## src/core/comparator_control_wake_map.svh

```systemverilog
// Register offsets, field positions, reset values and patterns of the comparator block
`ifndef COMPARATOR_CONTROL_WAKE_MAP_SVH
`define COMPARATOR_CONTROL_WAKE_MAP_SVH

// Register offsets
`define OFS_STATUS_FLAGS      8'h03
`define OFS_COMPARATOR_CTRL   8'h07
`define OFS_IRQ_STATUS        8'h10
`define OFS_IRQ_CLEAR         8'h11
`define OFS_IRQ_ENABLE        8'h12

// Comparator control register fields
`define CTL_RESULT_BIT        7
`define CTL_PIN_DISABLE_BIT   6
`define CTL_POLARITY_BIT      5
`define CTL_TIMER_SRC_BIT     4
`define CTL_ON_BIT            3
`define CTL_INV_REF_BIT       2
`define CTL_NONINV_REF_BIT    1
`define CTL_WAKE_DIS_BIT      0
`define CTL_RESET_VALUE       8'hff

// Status register fields
`define STS_PIN_WAKE_BIT      7
`define STS_CMP_WAKE_BIT      6
`define STS_TOP_RESET         5'h03
`define STS_TOP_CMP_WAKE      5'h0a
`define STS_TOP_PIN_WAKE      5'h12
`define STS_TOP_WDT_WAKE      5'h00

// Interrupt status fields
`define IRQ_CMP_BIT           0
`define IRQ_PIN_BIT           1
`define IRQ_WDT_BIT           2
`define IRQ_WIDTH             3

`endif

```

## src/core/comparator_control_wake_pkg.sv

```systemverilog
// Types shared by the comparator control and wake logic
package comparator_control_wake_pkg;
    typedef logic [7:0] byte_type;         // One register byte
    typedef enum logic {awake_st, asleep_st} sleep_type;  // Core power state
endpackage

```

## src/core/comparator_sense_if.sv

```systemverilog
// Signals between the register logic and the change detector
`timescale 1ns/1ns
`default_nettype none
interface comparator_sense_if;
    logic live_result;   // Result after polarity
    logic capture;       // Control register read strobe
    logic watch;         // Asleep, powered and wake enabled
    logic changed;       // First mismatch pulse
    logic armed;         // A capture has happened
    logic captured;      // Reference value
    modport ctrl (output live_result, capture, watch, input changed, armed, captured);
    modport det  (input live_result, capture, watch, output changed, armed, captured);
endinterface
`default_nettype wire

```

## src/core/comparator_change_detect.sv

```systemverilog
// Captures the comparator result on read and flags the first change while watched
`timescale 1ns/1ns
`default_nettype none
module comparator_change_detect
(
    input  wire logic           core_clk, // System clock
    input  wire logic           nrst,     // Async reset, active low
    comparator_sense_if.det     sense     // Sense link
);
    logic seen;  // Mismatch already reported

    ////////////////////////////////////////////////////////////////////////////
    // Reference capture on a control read
    always_ff @(posedge core_clk or negedge nrst)
    begin
        if (!nrst)
        begin
            sense.captured <= 1'b0;
            sense.armed    <= 1'b0;
        end
        else if (sense.capture)
        begin
            sense.captured <= sense.live_result;
            sense.armed    <= 1'b1;
        end
    end

    ////////////////////////////////////////////////////////////////////////////
    // Compare each clock; only the first mismatch pulses
    always_ff @(posedge core_clk or negedge nrst)
    begin
        if (!nrst)
        begin
            seen          <= 1'b0;
            sense.changed <= 1'b0;
        end
        else if (sense.capture)
        begin
            seen          <= 1'b0;  // New reference restarts the watch
            sense.changed <= 1'b0;
        end
        else
        begin
            sense.changed <= sense.watch && sense.armed && !seen && !sense.changed
                             && (sense.live_result != sense.captured);
            if (sense.changed)
                seen <= 1'b1;
        end
    end
endmodule // comparator_change_detect
`default_nettype wire

```

## src/core/comparator_control_wake.sv

```systemverilog
// Comparator control register, status flags, sleep wake and interrupt logic
// What this block does
// Result is read-only control bit seven
// Wake flag needs enable, read, sleep, change
// Control read captures result as reference
// Wake flag cleared by software or reset
// Comparator stays powered and watched in sleep
// Power-on reset loads control with all ones
// Comparator powered down throughout reset
// Software waits response time after selection change
// Comparator, pin change or watchdog wake core
// Mode routes internal reference to inverting input
// Result high when non-inverting input is higher, unless the polarity bit is cleared
// Timer clock mux: cycle, result or pin
// Comparator wake sets status top to 01010
// First mismatch with captured result while asleep wakes
`timescale 1ns/1ns
`default_nettype none
`include "comparator_control_wake_map.svh"
module comparator_control_wake
(
    input  wire logic                                  core_clk,      // System clock
    input  wire logic                                  nrst,          // Power-on reset, low
    input  wire logic                                  dev_reset,     // Other device reset pulse
    input  wire logic [7:0]                            reg_addr,      // Register address
    input  wire comparator_control_wake_pkg::byte_type reg_wdata,     // Write data
    input  wire logic                                  reg_wr,        // Write strobe
    input  wire logic                                  reg_rd,        // Read strobe
    output var  comparator_control_wake_pkg::byte_type reg_rdata,     // Read data, next cycle
    input  wire logic                                  cmp_raw,       // Analog core decision
    input  wire logic                                  sleep_cmd,     // Enter sleep pulse
    input  wire logic                                  pin_change,    // Input pin change
    input  wire logic                                  wdt_timeout,   // Watchdog time-out
    input  wire logic                                  timer_source_select, // Timer source
    input  wire logic                                  instr_tick,    // Instruction cycle clock
    input  wire logic                                  timer_clock_pin, // Timer clock pin
    output logic                                       comparator_on, // Analog core power
    output logic                                       route_internal_ref, // Inverting ref mux
    output logic                                       noninv_from_pin, // Non-inverting mux
    output logic                                       result_pin_out, // Result pin level
    output logic                                       result_pin_oe, // Result pin drive
    output logic                                       timer_clock,   // Timer zero clock
    output logic                                       asleep,        // Core is asleep
    output logic                                       wake,          // Wake pulse to core
    output logic                                       irq            // Level interrupt
);
    import comparator_control_wake_pkg::*;

    ////////////////////////////////////////////////////////////////////////////
    // Declarations
    byte_type                  ctrl;          // Control bits 6..0 held here
    logic                      result;        // Live result after polarity
    logic [4:0]                status_top;    // Status bits 7..3
    logic [2:0]                status_low;    // Core arithmetic flags
    sleep_type                 state;         // Sleep state
    logic [`IRQ_WIDTH-1:0]     irq_status;    // Sticky events
    logic [`IRQ_WIDTH-1:0]     irq_enable;    // Event gates
    logic [`IRQ_WIDTH-1:0]     events;        // Event pulses this cycle
    logic                      cmp_wake;      // Comparator change while asleep
    logic                      pin_wake;      // Pin change while asleep
    logic                      wdt_wake;      // Watchdog while asleep
    logic                      any_wake;      // Any wake cause
    logic                      wr_ctrl;       // Write to control
    logic                      wr_status;     // Write to status
    logic                      rd_ctrl;       // Read of control
    byte_type                  next_rdata;    // Read mux
    logic                      next_timer;    // Timer mux
    comparator_sense_if        sense ();      // Detector link

    assign wr_ctrl   = reg_wr && (reg_addr == `OFS_COMPARATOR_CTRL);
    assign wr_status = reg_wr && (reg_addr == `OFS_STATUS_FLAGS);
    assign rd_ctrl   = reg_rd && (reg_addr == `OFS_COMPARATOR_CTRL);

    ////////////////////////////////////////////////////////////////////////////
    // Control register; bit 7 never stored from the bus
    always_ff @(posedge core_clk or negedge nrst)
    begin
        if (!nrst)
            ctrl <= `CTL_RESET_VALUE;
        else if (wr_ctrl)
            ctrl <= {1'b1, reg_wdata[6:0]};
    end

    ////////////////////////////////////////////////////////////////////////////
    // Result sampling; the analog core is high when its plus input wins
    always_ff @(posedge core_clk or negedge nrst)
    begin
        if (!nrst)
            result <= 1'b0;
        else if (comparator_on)
            // Polarity set keeps the raw sense, cleared inverts it
            result <= ctrl[`CTL_POLARITY_BIT] ? cmp_raw : !cmp_raw;
    end

    ////////////////////////////////////////////////////////////////////////////
    // Analog steering; power held off while reset stands
    always_ff @(posedge core_clk or negedge nrst)
    begin
        if (!nrst)
        begin
            comparator_on      <= 1'b0;
            route_internal_ref <= 1'b0;
            noninv_from_pin    <= 1'b0;
            result_pin_out     <= 1'b0;
            result_pin_oe      <= 1'b0;
        end
        else if (dev_reset)
        begin
            comparator_on      <= 1'b0;
            route_internal_ref <= 1'b0;
            noninv_from_pin    <= 1'b0;
            result_pin_out     <= 1'b0;
            result_pin_oe      <= 1'b0;
        end
        else
        begin
            // Stays on through sleep so the change watch keeps running
            comparator_on      <= ctrl[`CTL_ON_BIT];
            // Selection bits only matter while the core is on
            route_internal_ref <= ctrl[`CTL_ON_BIT] && !ctrl[`CTL_INV_REF_BIT];
            noninv_from_pin    <= ctrl[`CTL_ON_BIT] && ctrl[`CTL_NONINV_REF_BIT];
            result_pin_out     <= result;
            result_pin_oe      <= ctrl[`CTL_ON_BIT] && !ctrl[`CTL_PIN_DISABLE_BIT];
        end
    end

    ////////////////////////////////////////////////////////////////////////////
    // Timer zero clock source
    always_comb
    begin
        if (!timer_source_select)
            next_timer = instr_tick;
        else if (ctrl[`CTL_TIMER_SRC_BIT] && ctrl[`CTL_PIN_DISABLE_BIT])
            next_timer = timer_clock_pin;
        else
            next_timer = result;
    end

    always_ff @(posedge core_clk or negedge nrst)
    begin
        if (!nrst)
            timer_clock <= 1'b0;
        else
            timer_clock <= next_timer;
    end

    ////////////////////////////////////////////////////////////////////////////
    // Change detector; the selection settle wait is software's job
    assign sense.live_result = result;
    assign sense.capture     = rd_ctrl;
    assign sense.watch       = (state == asleep_st) && comparator_on
                               && !ctrl[`CTL_WAKE_DIS_BIT];

    comparator_change_detect u_detect
    (
        .core_clk (core_clk),
        .nrst     (nrst),
        .sense    (sense.det)
    );

    assign cmp_wake = sense.changed && (state == asleep_st);
    assign pin_wake = pin_change && (state == asleep_st);
    assign wdt_wake = wdt_timeout && (state == asleep_st);
    assign any_wake = cmp_wake || pin_wake || wdt_wake;

    ////////////////////////////////////////////////////////////////////////////
    // Sleep state and the wake pulse
    always_ff @(posedge core_clk or negedge nrst)
    begin
        if (!nrst)
        begin
            state <= awake_st;
            wake  <= 1'b0;
        end
        else
        begin
            wake <= any_wake;
            case (state)
                awake_st:
                    if (sleep_cmd)
                        state <= asleep_st;
                asleep_st:
                    if (any_wake || dev_reset)
                        state <= awake_st;
                default:
                    state <= awake_st;
            endcase
        end
    end

    always_ff @(posedge core_clk or negedge nrst)
    begin
        if (!nrst)
            asleep <= 1'b0;
        else
            asleep <= (state == asleep_st) && !any_wake && !dev_reset;
    end

    ////////////////////////////////////////////////////////////////////////////
    // Status register: wake causes leave their pattern, set beats clear
    always_ff @(posedge core_clk or negedge nrst)
    begin
        if (!nrst)
            status_top <= `STS_TOP_RESET;
        else if (cmp_wake)
            status_top <= `STS_TOP_CMP_WAKE;
        else if (pin_wake)
            status_top <= `STS_TOP_PIN_WAKE;
        else if (wdt_wake)
            status_top <= `STS_TOP_WDT_WAKE;
        else if (dev_reset)
            status_top <= {2'b00, 1'b0, status_top[1:0]};
        else if (wr_status)
            // Only the two wake flags are writable, and only to clear
            status_top <= {status_top[4] & reg_wdata[`STS_PIN_WAKE_BIT],
                           status_top[3] & reg_wdata[`STS_CMP_WAKE_BIT],
                           status_top[2:0]};
    end

    always_ff @(posedge core_clk or negedge nrst)
    begin
        if (!nrst)
            status_low <= 3'h0;
        else if (wr_status)
            status_low <= reg_wdata[2:0];
    end

    ////////////////////////////////////////////////////////////////////////////
    // Interrupt status, per-bit sticky with set over clear
    assign events = {wdt_wake, pin_wake, cmp_wake};

    genvar gi;
    generate
        for (gi = 0; gi < `IRQ_WIDTH; gi = gi + 1)
        begin : g_irq
            always_ff @(posedge core_clk or negedge nrst)
            begin
                if (!nrst)
                    irq_status[gi] <= 1'b0;
                else if (events[gi])
                    irq_status[gi] <= 1'b1;
                else if (reg_wr && (reg_addr == `OFS_IRQ_CLEAR) && reg_wdata[gi])
                    irq_status[gi] <= 1'b0;
            end
        end
    endgenerate

    always_ff @(posedge core_clk or negedge nrst)
    begin
        if (!nrst)
            irq_enable <= '0;
        else if (reg_wr && (reg_addr == `OFS_IRQ_ENABLE))
            irq_enable <= reg_wdata[`IRQ_WIDTH-1:0];
    end

    always_ff @(posedge core_clk or negedge nrst)
    begin
        if (!nrst)
            irq <= 1'b0;
        else
            irq <= |(irq_status & irq_enable);
    end

    ////////////////////////////////////////////////////////////////////////////
    // Read path; unmapped and idle cycles return zero
    always_comb
    begin
        next_rdata = 8'h00;
        case (reg_addr)
            `OFS_STATUS_FLAGS:    next_rdata = {status_top, status_low};
            `OFS_COMPARATOR_CTRL: next_rdata = {result, ctrl[6:0]};
            `OFS_IRQ_STATUS:      next_rdata = {5'h00, irq_status};
            `OFS_IRQ_ENABLE:      next_rdata = {5'h00, irq_enable};
            default:              next_rdata = 8'h00;
        endcase
    end

    always_ff @(posedge core_clk or negedge nrst)
    begin
        if (!nrst)
            reg_rdata <= 8'h00;
        else
            reg_rdata <= reg_rd ? next_rdata : 8'h00;
    end
endmodule // comparator_control_wake
`default_nettype wire

```

## config.mk

```make
export PLATFORM = sky130hd
export DESIGN_NAME = comparator_control_wake
export DESIGN_NICKNAME = d
export VERILOG_FILES = /design/src/core/comparator_control_wake_pkg.sv /design/src/core/comparator_sense_if.sv /design/src/core/comparator_change_detect.sv /design/src/core/comparator_control_wake.sv
export VERILOG_INCLUDE_DIRS = /design/src /design/src/core
export SDC_FILE = /design/constraint.sdc
export NUM_CORES = 1
export LEC_CHECK = 0
export BUFFER_PORTS_ARGS = -buffer_cell sky130_fd_sc_hd__buf_2
export CORE_ASPECT_RATIO = 1.25
export CORE_MARGIN = 3
export CORE_UTILIZATION = 47
export DETAILED_ROUTE_END_ITERATION = 10
export PLACE_DENSITY = 0.78
export SYNTH_ARGS = -nofsm -noshare
export SYNTH_HDL_FRONTEND = slang
export SYNTH_SLANG_ARGS = --single-unit
```

## constraint.sdc

```tcl
create_clock -name core_clk -period 1.3 [get_ports core_clk]
set_clock_uncertainty 0.15 [all_clocks]
set_input_delay 0.26 -clock core_clk [delete_from_list [all_inputs] [get_ports core_clk]]
set_output_delay 0.26 -clock core_clk [all_outputs]
set_load 0.02 [all_outputs]
```

Word level (Yosys, flattened, before mapping)
Index checks and enable logic that the tools add are counted.
- equal/unequal tests: 6
- mux-type cells: 27
- bitwise logic cells: 4
- reductions and logical operators: 42
- operator list (kind ; number):
    $pmux W8 S4 ; 1
    $mux W5 ; 5
    $eq A8 B5 Y1 const B ; 3
    $logic_and A1 B1 Y1 ; 23
    $mux W1 ; 19
    $eq A8 B2 Y1 const B ; 1
    $eq A8 B3 Y1 const B ; 1
    $logic_not A1 Y1 ; 8
    $mux W8 ; 1
    $reduce_bool A2 Y1 ; 4
    $reduce_bool A5 Y1 ; 1
    $reduce_bool A4 Y1 ; 1
    $and A3 B3 Y3 ; 1
    $logic_or A1 B1 Y1 ; 3
    $reduce_bool A3 Y1 ; 1
    $reduce_or A3 Y1 ; 1
    $and A1 B1 Y1 ; 2
    $pmux W1 S2 ; 1
    $ne A1 B1 Y1 ; 1
    $not A1 Y1 ; 1
- flip-flop bits (word level): 44
- bits of input ports: 28

Logic depth before layout (Yosys ltp)
Gate-level depths: netlist of the first run.
- depth after elaboration: 7
- gate-level depth with buffers: 4
- gate-level depth less buffers: 4

Hierarchy
From an unflattened synthesis of the first run, not the netlist that was laid out.
- cells, all modules: 147
- area, all modules: 1909.3 um2
- modules (own cells, without submodules) (module ; instances ; cells an instance ; area an instance (um2) ; sequential area each (um2)):
    comparator_control_wake ; 1 ; 136 ; 1756.7 ; 987.2
    comparator_change_detect ; 1 ; 11 ; 152.6 ; 100.1

Least setup slack after synthesis of the first run
OpenSTA, ideal clock, no wires.
- kind: input-to-reg
- from: input reg_addr[5]
- to: register status_top[3]
- setup time: 0.126 ns
- arrival time: 1.237 ns
- required time: 1.024 ns
- slack: -0.213 ns
- stages: 4
- cell sequence: nor4b_2 -> buf_2 -> nand4b_1 -> a311o_1
- word-level cells in the longest chain between the ends: 3
- RTL lines (item ; line ; source):
    start, declared ; comparator_control_wake.sv:25 ; input wire logic [7:0] reg_addr,
    $eq A8 B2 Y1 ; - ;
    $logic_and A1 B1 Y1 ; comparator_control_wake.sv:71 ; assign wr_status = reg_wr && (reg_addr == `OFS_STATUS_FLAGS);
    $reduce_bool A5 Y1 (no line) ; - ;
    end signal, assigned ; comparator_control_wake.sv:204 ; status_top <= `STS_TOP_RESET;
    end signal, assigned ; comparator_control_wake.sv:206 ; status_top <= `STS_TOP_CMP_WAKE;
    end signal, assigned ; comparator_control_wake.sv:208 ; status_top <= `STS_TOP_PIN_WAKE;
    end, declared ; comparator_control_wake.sv:53 ; logic [4:0] status_top;
No other way between the ends.
A chain may end at the register's enable or synchronous reset.

Worst setup path in the final report of the first run
- from: input reg_addr[5]
- to: register status_low[2]
- word-level cells in the longest chain between the ends: 2
- RTL lines (item ; line ; source):
    $eq A8 B2 Y1 ; - ;
    $logic_and A1 B1 Y1 ; comparator_control_wake.sv:71 ;
    end signal, assigned ; comparator_control_wake.sv:225 ; status_low <= reg_wdata[2:0];
    end, declared ; comparator_control_wake.sv:54 ; logic [2:0] status_low;
No other way between the ends.

==> impl_metrics.ini, run 1 <==
[setup_path]
path_max_fanout = 3
critPathArrivalTime_ps = 1330
cp_slowest_stage_delay_ps = 340
crit_end = status_low[2]$_DFFE_PN0P_
startpoint = reg_addr[5]
r2r_cells = 3
rrSetupSlack_ps = 10
r2r-start = state$_DFF_PN0_
worstPathCellList = buf_8 > nor4b_4 > and4b_2 > mux2_4
cp-start-kind = primary input
required_ps = 1330
cp-end-kind = register
cp_slowest_cell = and4b_2
reg2reg_to = status_top[3]$_DFFE_PN0P_
critPathKind = in -> reg

[yosys]
synth-seq-cells = 43
synth_cells = 142
synth_seq_area_share_pct = 58.3
yosysWarnings = 0
synth_top_area_share_pct = 45.6
synth_largest_area_cell = dfrtp_1
ys_top_cells_by_area = dfrtp_1 (46%), mux2_2 (13%), dfstp_2 (13%)
syn-cell-area_sq_um = 1870
syn_nets = 170
avgSynthCellArea_sq_um = 13.1
synth.distinct_cells = 39

[sta]
final_hold_viol_count = 0
fmax_ghz = 0.771
period_share_pct = 99.8
rsz0062_at_grt = true
maxSlewViolCount = 0
relSlewSlack_pct = 82.2
tns_ps = 0
worst_pin_slew_ps = 267
finalSetupViolations = 0
min_period_ps = 1300

[cells_and_area]
fin_nets = 244
n_antenna_cell = 0
layout-drive-gt1-share_pct = 52.5
layout_commonest_cell = buf_2
final_cell_count_no_fill = 271
mostFrequentLayoutCells = buf_2 (41), dfrtp_1 (34), buf_4 (20)
area_growth_pct = 38.9
final_cell_area_sq_um = 2590

[die]
pin_count = 45
rows = 25
die_area_sq_um = 4770
die_y_um = 76.4
core_area_sq_um = 3820
fp.dieW_um = 62.4
initial_core_util_pct = 48.9

[route]
drt_pass1_iterations = 4
via_count = 1438
drc = 0
drt_iter0_markers = 37
post_drt_wl_per_cell_um = 15.5
antenna_left = 0
finalWirelength_um = 4190
vias_per_cell = 5.31

[pwr]
p_per_area_nw_per_um2 = 1200
p_total_mw = 3.10
power.static_leakage_nw = 1.31
ir_drop_mv = 0.661

[clocking]
cts_buffers = 5
cts.sinks = 43
cts_tree = yes
cts.clk_slew.worst_paths_ps = 80
cts_max_level = 2
cts-root-buf = clkbuf_8
clock_latency_ps = 290
cts_buffer_depth = 2

[run_status]
status = finished clean

[place]
hpwl_um = 3210
place_congestion = 0.838
io_buffers = 44
place_inst = 258
dpl_cell_area_sq_um = 2350

[worst_hold_path]
hp-class = in -> reg

[run]
cap_violations = 0

[global_route]
grt_max_degree = 34
first_global_vias = 1519
grt_pass1_wl_um = 6890
antenna_found_initial = 0
overflow = 0
track_usage_pct = 18.9
## worst min-delay path by stage
| stage | slack [ps] | to | cells past startpoint | startpoint |
|---|---|---|---|---|
| 6_report | 40 | ctrl[4]$_DFFE_PN1P_ | 2 | reg_wdata[4] |
| 5_1_grt | 40 | state$_DFF_PN0_ | 2 | sleep_cmd |
| 4_1_cts | 10 | result_pin_out$_DFF_PN0_ | 2 | dev_reset |
| 3_5_place_dp | -0.3 | wake$_DFF_PN0_ | 1 | nrst |
| 3_3_place_gp | -3 | wake$_DFF_PN0_ | 1 | nrst |
| 2_1_floorplan | -190 | asleep$_DFF_PN0_ | 0 | nrst |
## registers in the layout, indices dropped and copies added, names as in the netlist, 3 cells and up
register and cells:
irq_enable 3, status_low 3, ctrl 7, reg_rdata 8, irq_status 3, status_top 4
## final cells by class
type / count / area [sq um]
fill: 290 / 1220
sequential: 43 / 1090
multi-input combinational: 92 / 813
timing repair buffer: 70 / 475
clock buffer: 6 / 72.6
tap: 54 / 67.6
clock inverter: 2 / 60.1
inverter: 4 / 15.0
## cell usage after synthesis
cell,count
buf_2,2
and2_1,3
o2bb2ai_1,1
nor4b_2,1
nand3_1,7
inv_1,4
and3b_1,1
o21ai_0,3
o31a_1,1
nor3b_4,1
nand2_1,5
o21a_1,1
nor3_1,2
a22o_1,2
xnor2_1,1
nand4b_1,2
nand4_1,4
mux2_2,22
a31oi_1,1
and4_1,1
nand2b_1,1
dfrtp_1,34
and3_1,1
nor3b_2,1
nor2b_1,3
nor4_2,1
mux2i_1,5
nand4_4,1
nand4_2,1
a21boi_0,3
nor2_1,9
clkbuf_1,1
a222oi_1,1
xor2_1,1
a21o_1,1
and4b_1,1
a311o_1,1
a21oi_1,2
dfstp_2,9
## critical path, delay by kind of cell
family | cells | cell delay [ps]
and+or+nand+nor | 2 | 650
muxes | 1 | 310
buffers and inverters | 1 | 100
## where the power goes
| group | switching [mW] | internal (mW) | leakage (nW) |
|---|---|---|---|
| combinational | 0.204 | 0.212 | 0.698 |
| sequential | 0.0540 | 1.42 | 0.547 |
| clock | 0.445 | 0.768 | 0.0654 |
## kinds of logic after synthesis
kind of cell	count (synthesis)	synth area share, %
and+or+nand+nor	46	16.6
DFF	43	58.3
muxes	27	16.0
AOI/OAI and AO/OA	17	6.64
buffers and inverters	7	1.54
xor gates and xnor gates	2	0.939
## metrics by stage
step	worst slack, ps	hold slack (ps)	util, %
floorplan	-204	-186	-
global placement	-302	-2.76	61.6
detailed placement	-414	-0.304	61.6
CTS	-19.4	14.4	66.4
global route	-39.4	35.0	67.9
finish	3.02	42.0	67.9
## metal layers
| layer | vias to the layer above | share of wire, % | routed length (um) | global-route usage [%] |
|---|---|---|---|---|
| li1 | 662 | - | - | - |
| met1 | 705 | 39 | 1620 | 19.4 |
| met2 | 58 | 52 | 2190 | 34.3 |
| met3 | 13 | 5.2 | 218 | 4.28 |
| met4 | 0 | 4.0 | 167 | 11.9 |
| met5 | - | 0 | 0 | 0 |
## timing repair
item,CTS,global route
setup buffers,3,0
pin swaps,2,8
resized for setup,4,15
endpoints found under the setup margin,11,20
endpoints found under the hold margin,35,0
hold buffers,2,0
Power figures use the tool's default switching activity.
==> inputs of run 2 (changes only) <==
Clock period 1.3 ns to 1.13 ns, I/O delays scaled along.
==> impl_metrics.ini, run 2 (same netlist as run 1, synthesis figures left out) <==
[setup_path]
r2r_cells = 3
cp_slowest_stage_delay_ps = 440
r2r-start = state$_DFF_PN0_
path_max_fanout = 7
cp-start-kind = register
critPathKind = reg -> reg
cp-end-kind = register
required_ps = 1160
critPathArrivalTime_ps = 1280
worstPathCellList = buf_6 > and2_4 > a311o_1
cp_slowest_cell = dfrtp_2
startpoint = state$_DFF_PN0_
rrSetupSlack_ps = -130
reg2reg_to = status_top[3]$_DFFE_PN0P_
critPathTopFamily = flip-flops
worst-path-buf-inv = 1

[global_route]
first_global_vias = 1613
antenna_found_initial = 0
track_usage_pct = 20.8
overflow = 0
grt_max_degree = 44
grt_pass1_wl_um = 7670

[cells_and_area]
regMostFlops = reg_rdata
fin_util_pct = 74.3
fin_nets = 255
multi_input_area_sq_um = 891
largest_register_ffs = 8
largest_registers = reg_rdata (8), ctrl (7), status_top (4)
layout-drive-gt1-share_pct = 61.4
num-fill-cells = 260
final_cell_area_sq_um = 2840
regArea_sq_um = 1090
mostFrequentLayoutCells = dfrtp_1 (33), buf_4 (27), buf_2 (25)
n_antenna_cell = 0
area_growth_pct = 52.0
layout_commonest_cell = dfrtp_1

[pwr]
power.static_leakage_nw = 1.38
p_per_area_nw_per_um2 = 1210
power_switching_mw = 0.834
ir_drop_mv = 1.11
pwr-share-comb_pct = 16.7
clockPowerShare_pct = 33.7
switching_share_pct = 24.2
internal_power_mw = 2.61
seq_power_share_pct = 49.7

[worst_hold_path]
hold_depth = 2
hold_end = state$_DFF_PN0_
hold_path_startpoint = sleep_cmd
hp-class = in -> reg

[clocking]
cts.clk_slew.worst_paths_ps = 70
cts-root-buf = clkbuf_8
cts_max_level = 2
cts_buffer_depth = 2
cts.sinks = 43
cts_buffers = 5
cts_tree = yes
clock_latency_ps = 300

[sta]
maxSlewViolCount = 0
layout_setup_ws_ps = -129
period_share_pct = 111
worst_pin_slew_ps = 282
min_period_ps = 1260
final_hold_viol_count = 0
finalSetupViolations = 39
rsz0062_at_grt = true
fmax_ghz = 0.794
relSlewSlack_pct = 81.2

[run]
cap_violations = 0

[route]
post_drt_wl_per_cell_um = 16.6
drt_pass1_iterations = 4
routed.top_layer = met4
drt_iter0_markers = 40
drc = 0
wl_met2_um = 2630
finalWirelength_um = 4670
via_count = 1454
wl_met3_um = 228
antenna_left = 0
wl_met1_um = 1730
vias_per_cell = 5.16

[die]
die_area_sq_um = 4770
initial_core_util_pct = 48.9
die_y_um = 76.4
rows = 25
pin_count = 45
fp.dieW_um = 62.4
core_area_sq_um = 3820

[place]
io_buffers = 44
place_congestion = 0.823
place_ws_ps = -465
hpwl_um = 3180
dpl_cell_area_sq_um = 2410

[run_status]
status = finished, violations left
violations = setup timing
## run 2: cell types whose count changed in the layout (fill, tap and decap cells not counted), moves of 4 or more
cell / previous run / this run
buf_2: 41 / 25
buf_4: 20 / 27
buf_6: 4 / 24
mux2_2: 16 / 12
mux2_4: 6 / 10
nand3_1: 7 / 2
nand3_2: 0 / 4
nor2_2: 0 / 4
## run 2: repair_timing
action,in CTS,in global routing
endpoints found under the setup margin,49,53
pin swaps,17,16
hold buffers,2,0
gates resized for setup,64,17
hold endpoints to repair,44,0
setup buffers,5,0
## run 2: power groups by stage
stage / Combinational, mW / Clock [mW] / Sequential [mW]
final: 0.574 / 1.16 / 1.71
after global routing: 0.617 / 1.25 / 1.72
after CTS: 0.551 / 1.19 / 1.71
after detailed placement: 0.460 / 0 / 1.73
after global placement: 0.440 / 0 / 1.72
after floorplan: 0.186 / 0 / 1.74
## run 2: how the worst max path moves through the flow
stage / endpoint / slack [ps] / cells after the start
global route: status_top[3]$_DFFE_PN0P_ / -180 / 5
floorplan: status_low[0]$_DFFE_PN0P_ / -340 / 3
detailed placement: status_top[3]$_DFFE_PN0P_ / -460 / 5
finish: status_top[3]$_DFFE_PN0P_ / -130 / 3
global placement: status_top[3]$_DFFE_PN0P_ / -410 / 5
CTS: status_top[3]$_DFFE_PN0P_ / -140 / 3
## run 2: per-layer routing
metal	vias to the layer above	track usage (%)
li1	686	-
met4	0	7.28
met2	47	40.7
met3	7	5.46
met1	714	20.7
met5	-	0
## run 2: cell type report
cell class | instances | share of cell area [%]
repair buffers | 81 | 23.6
clock buffers | 7 | 2.69
multi-input cells | 92 | 31.4
inverters | 4 | 0.529
clock inverters | 1 | 1.06
well taps | 54 | 2.38
flip-flops and latches | 43 | 38.4
## run 2: worst reg2reg max path: stages (launching register included)
cell,delay [ps]
dfrtp_2,440
buf_6,150
and2_4,140
a311o_1,270
## run 2: per-stage QoR
| stage | TNS (ps) | total power [mW] | std cells | hold WS (ps) |
|---|---|---|---|---|
| floorplan | -3930 | 1.92 | 142 | -220 |
| global placement | -10410 | 2.16 | 268 | 62.0 |
| detailed placement | -11320 | 2.19 | 268 | 65.2 |
| CTS | -2710 | 3.45 | 282 | 8.25 |
| global route | -4470 | 3.59 | 282 | 21.7 |
| finish | -2920 | 3.45 | 282 | 12.2 |
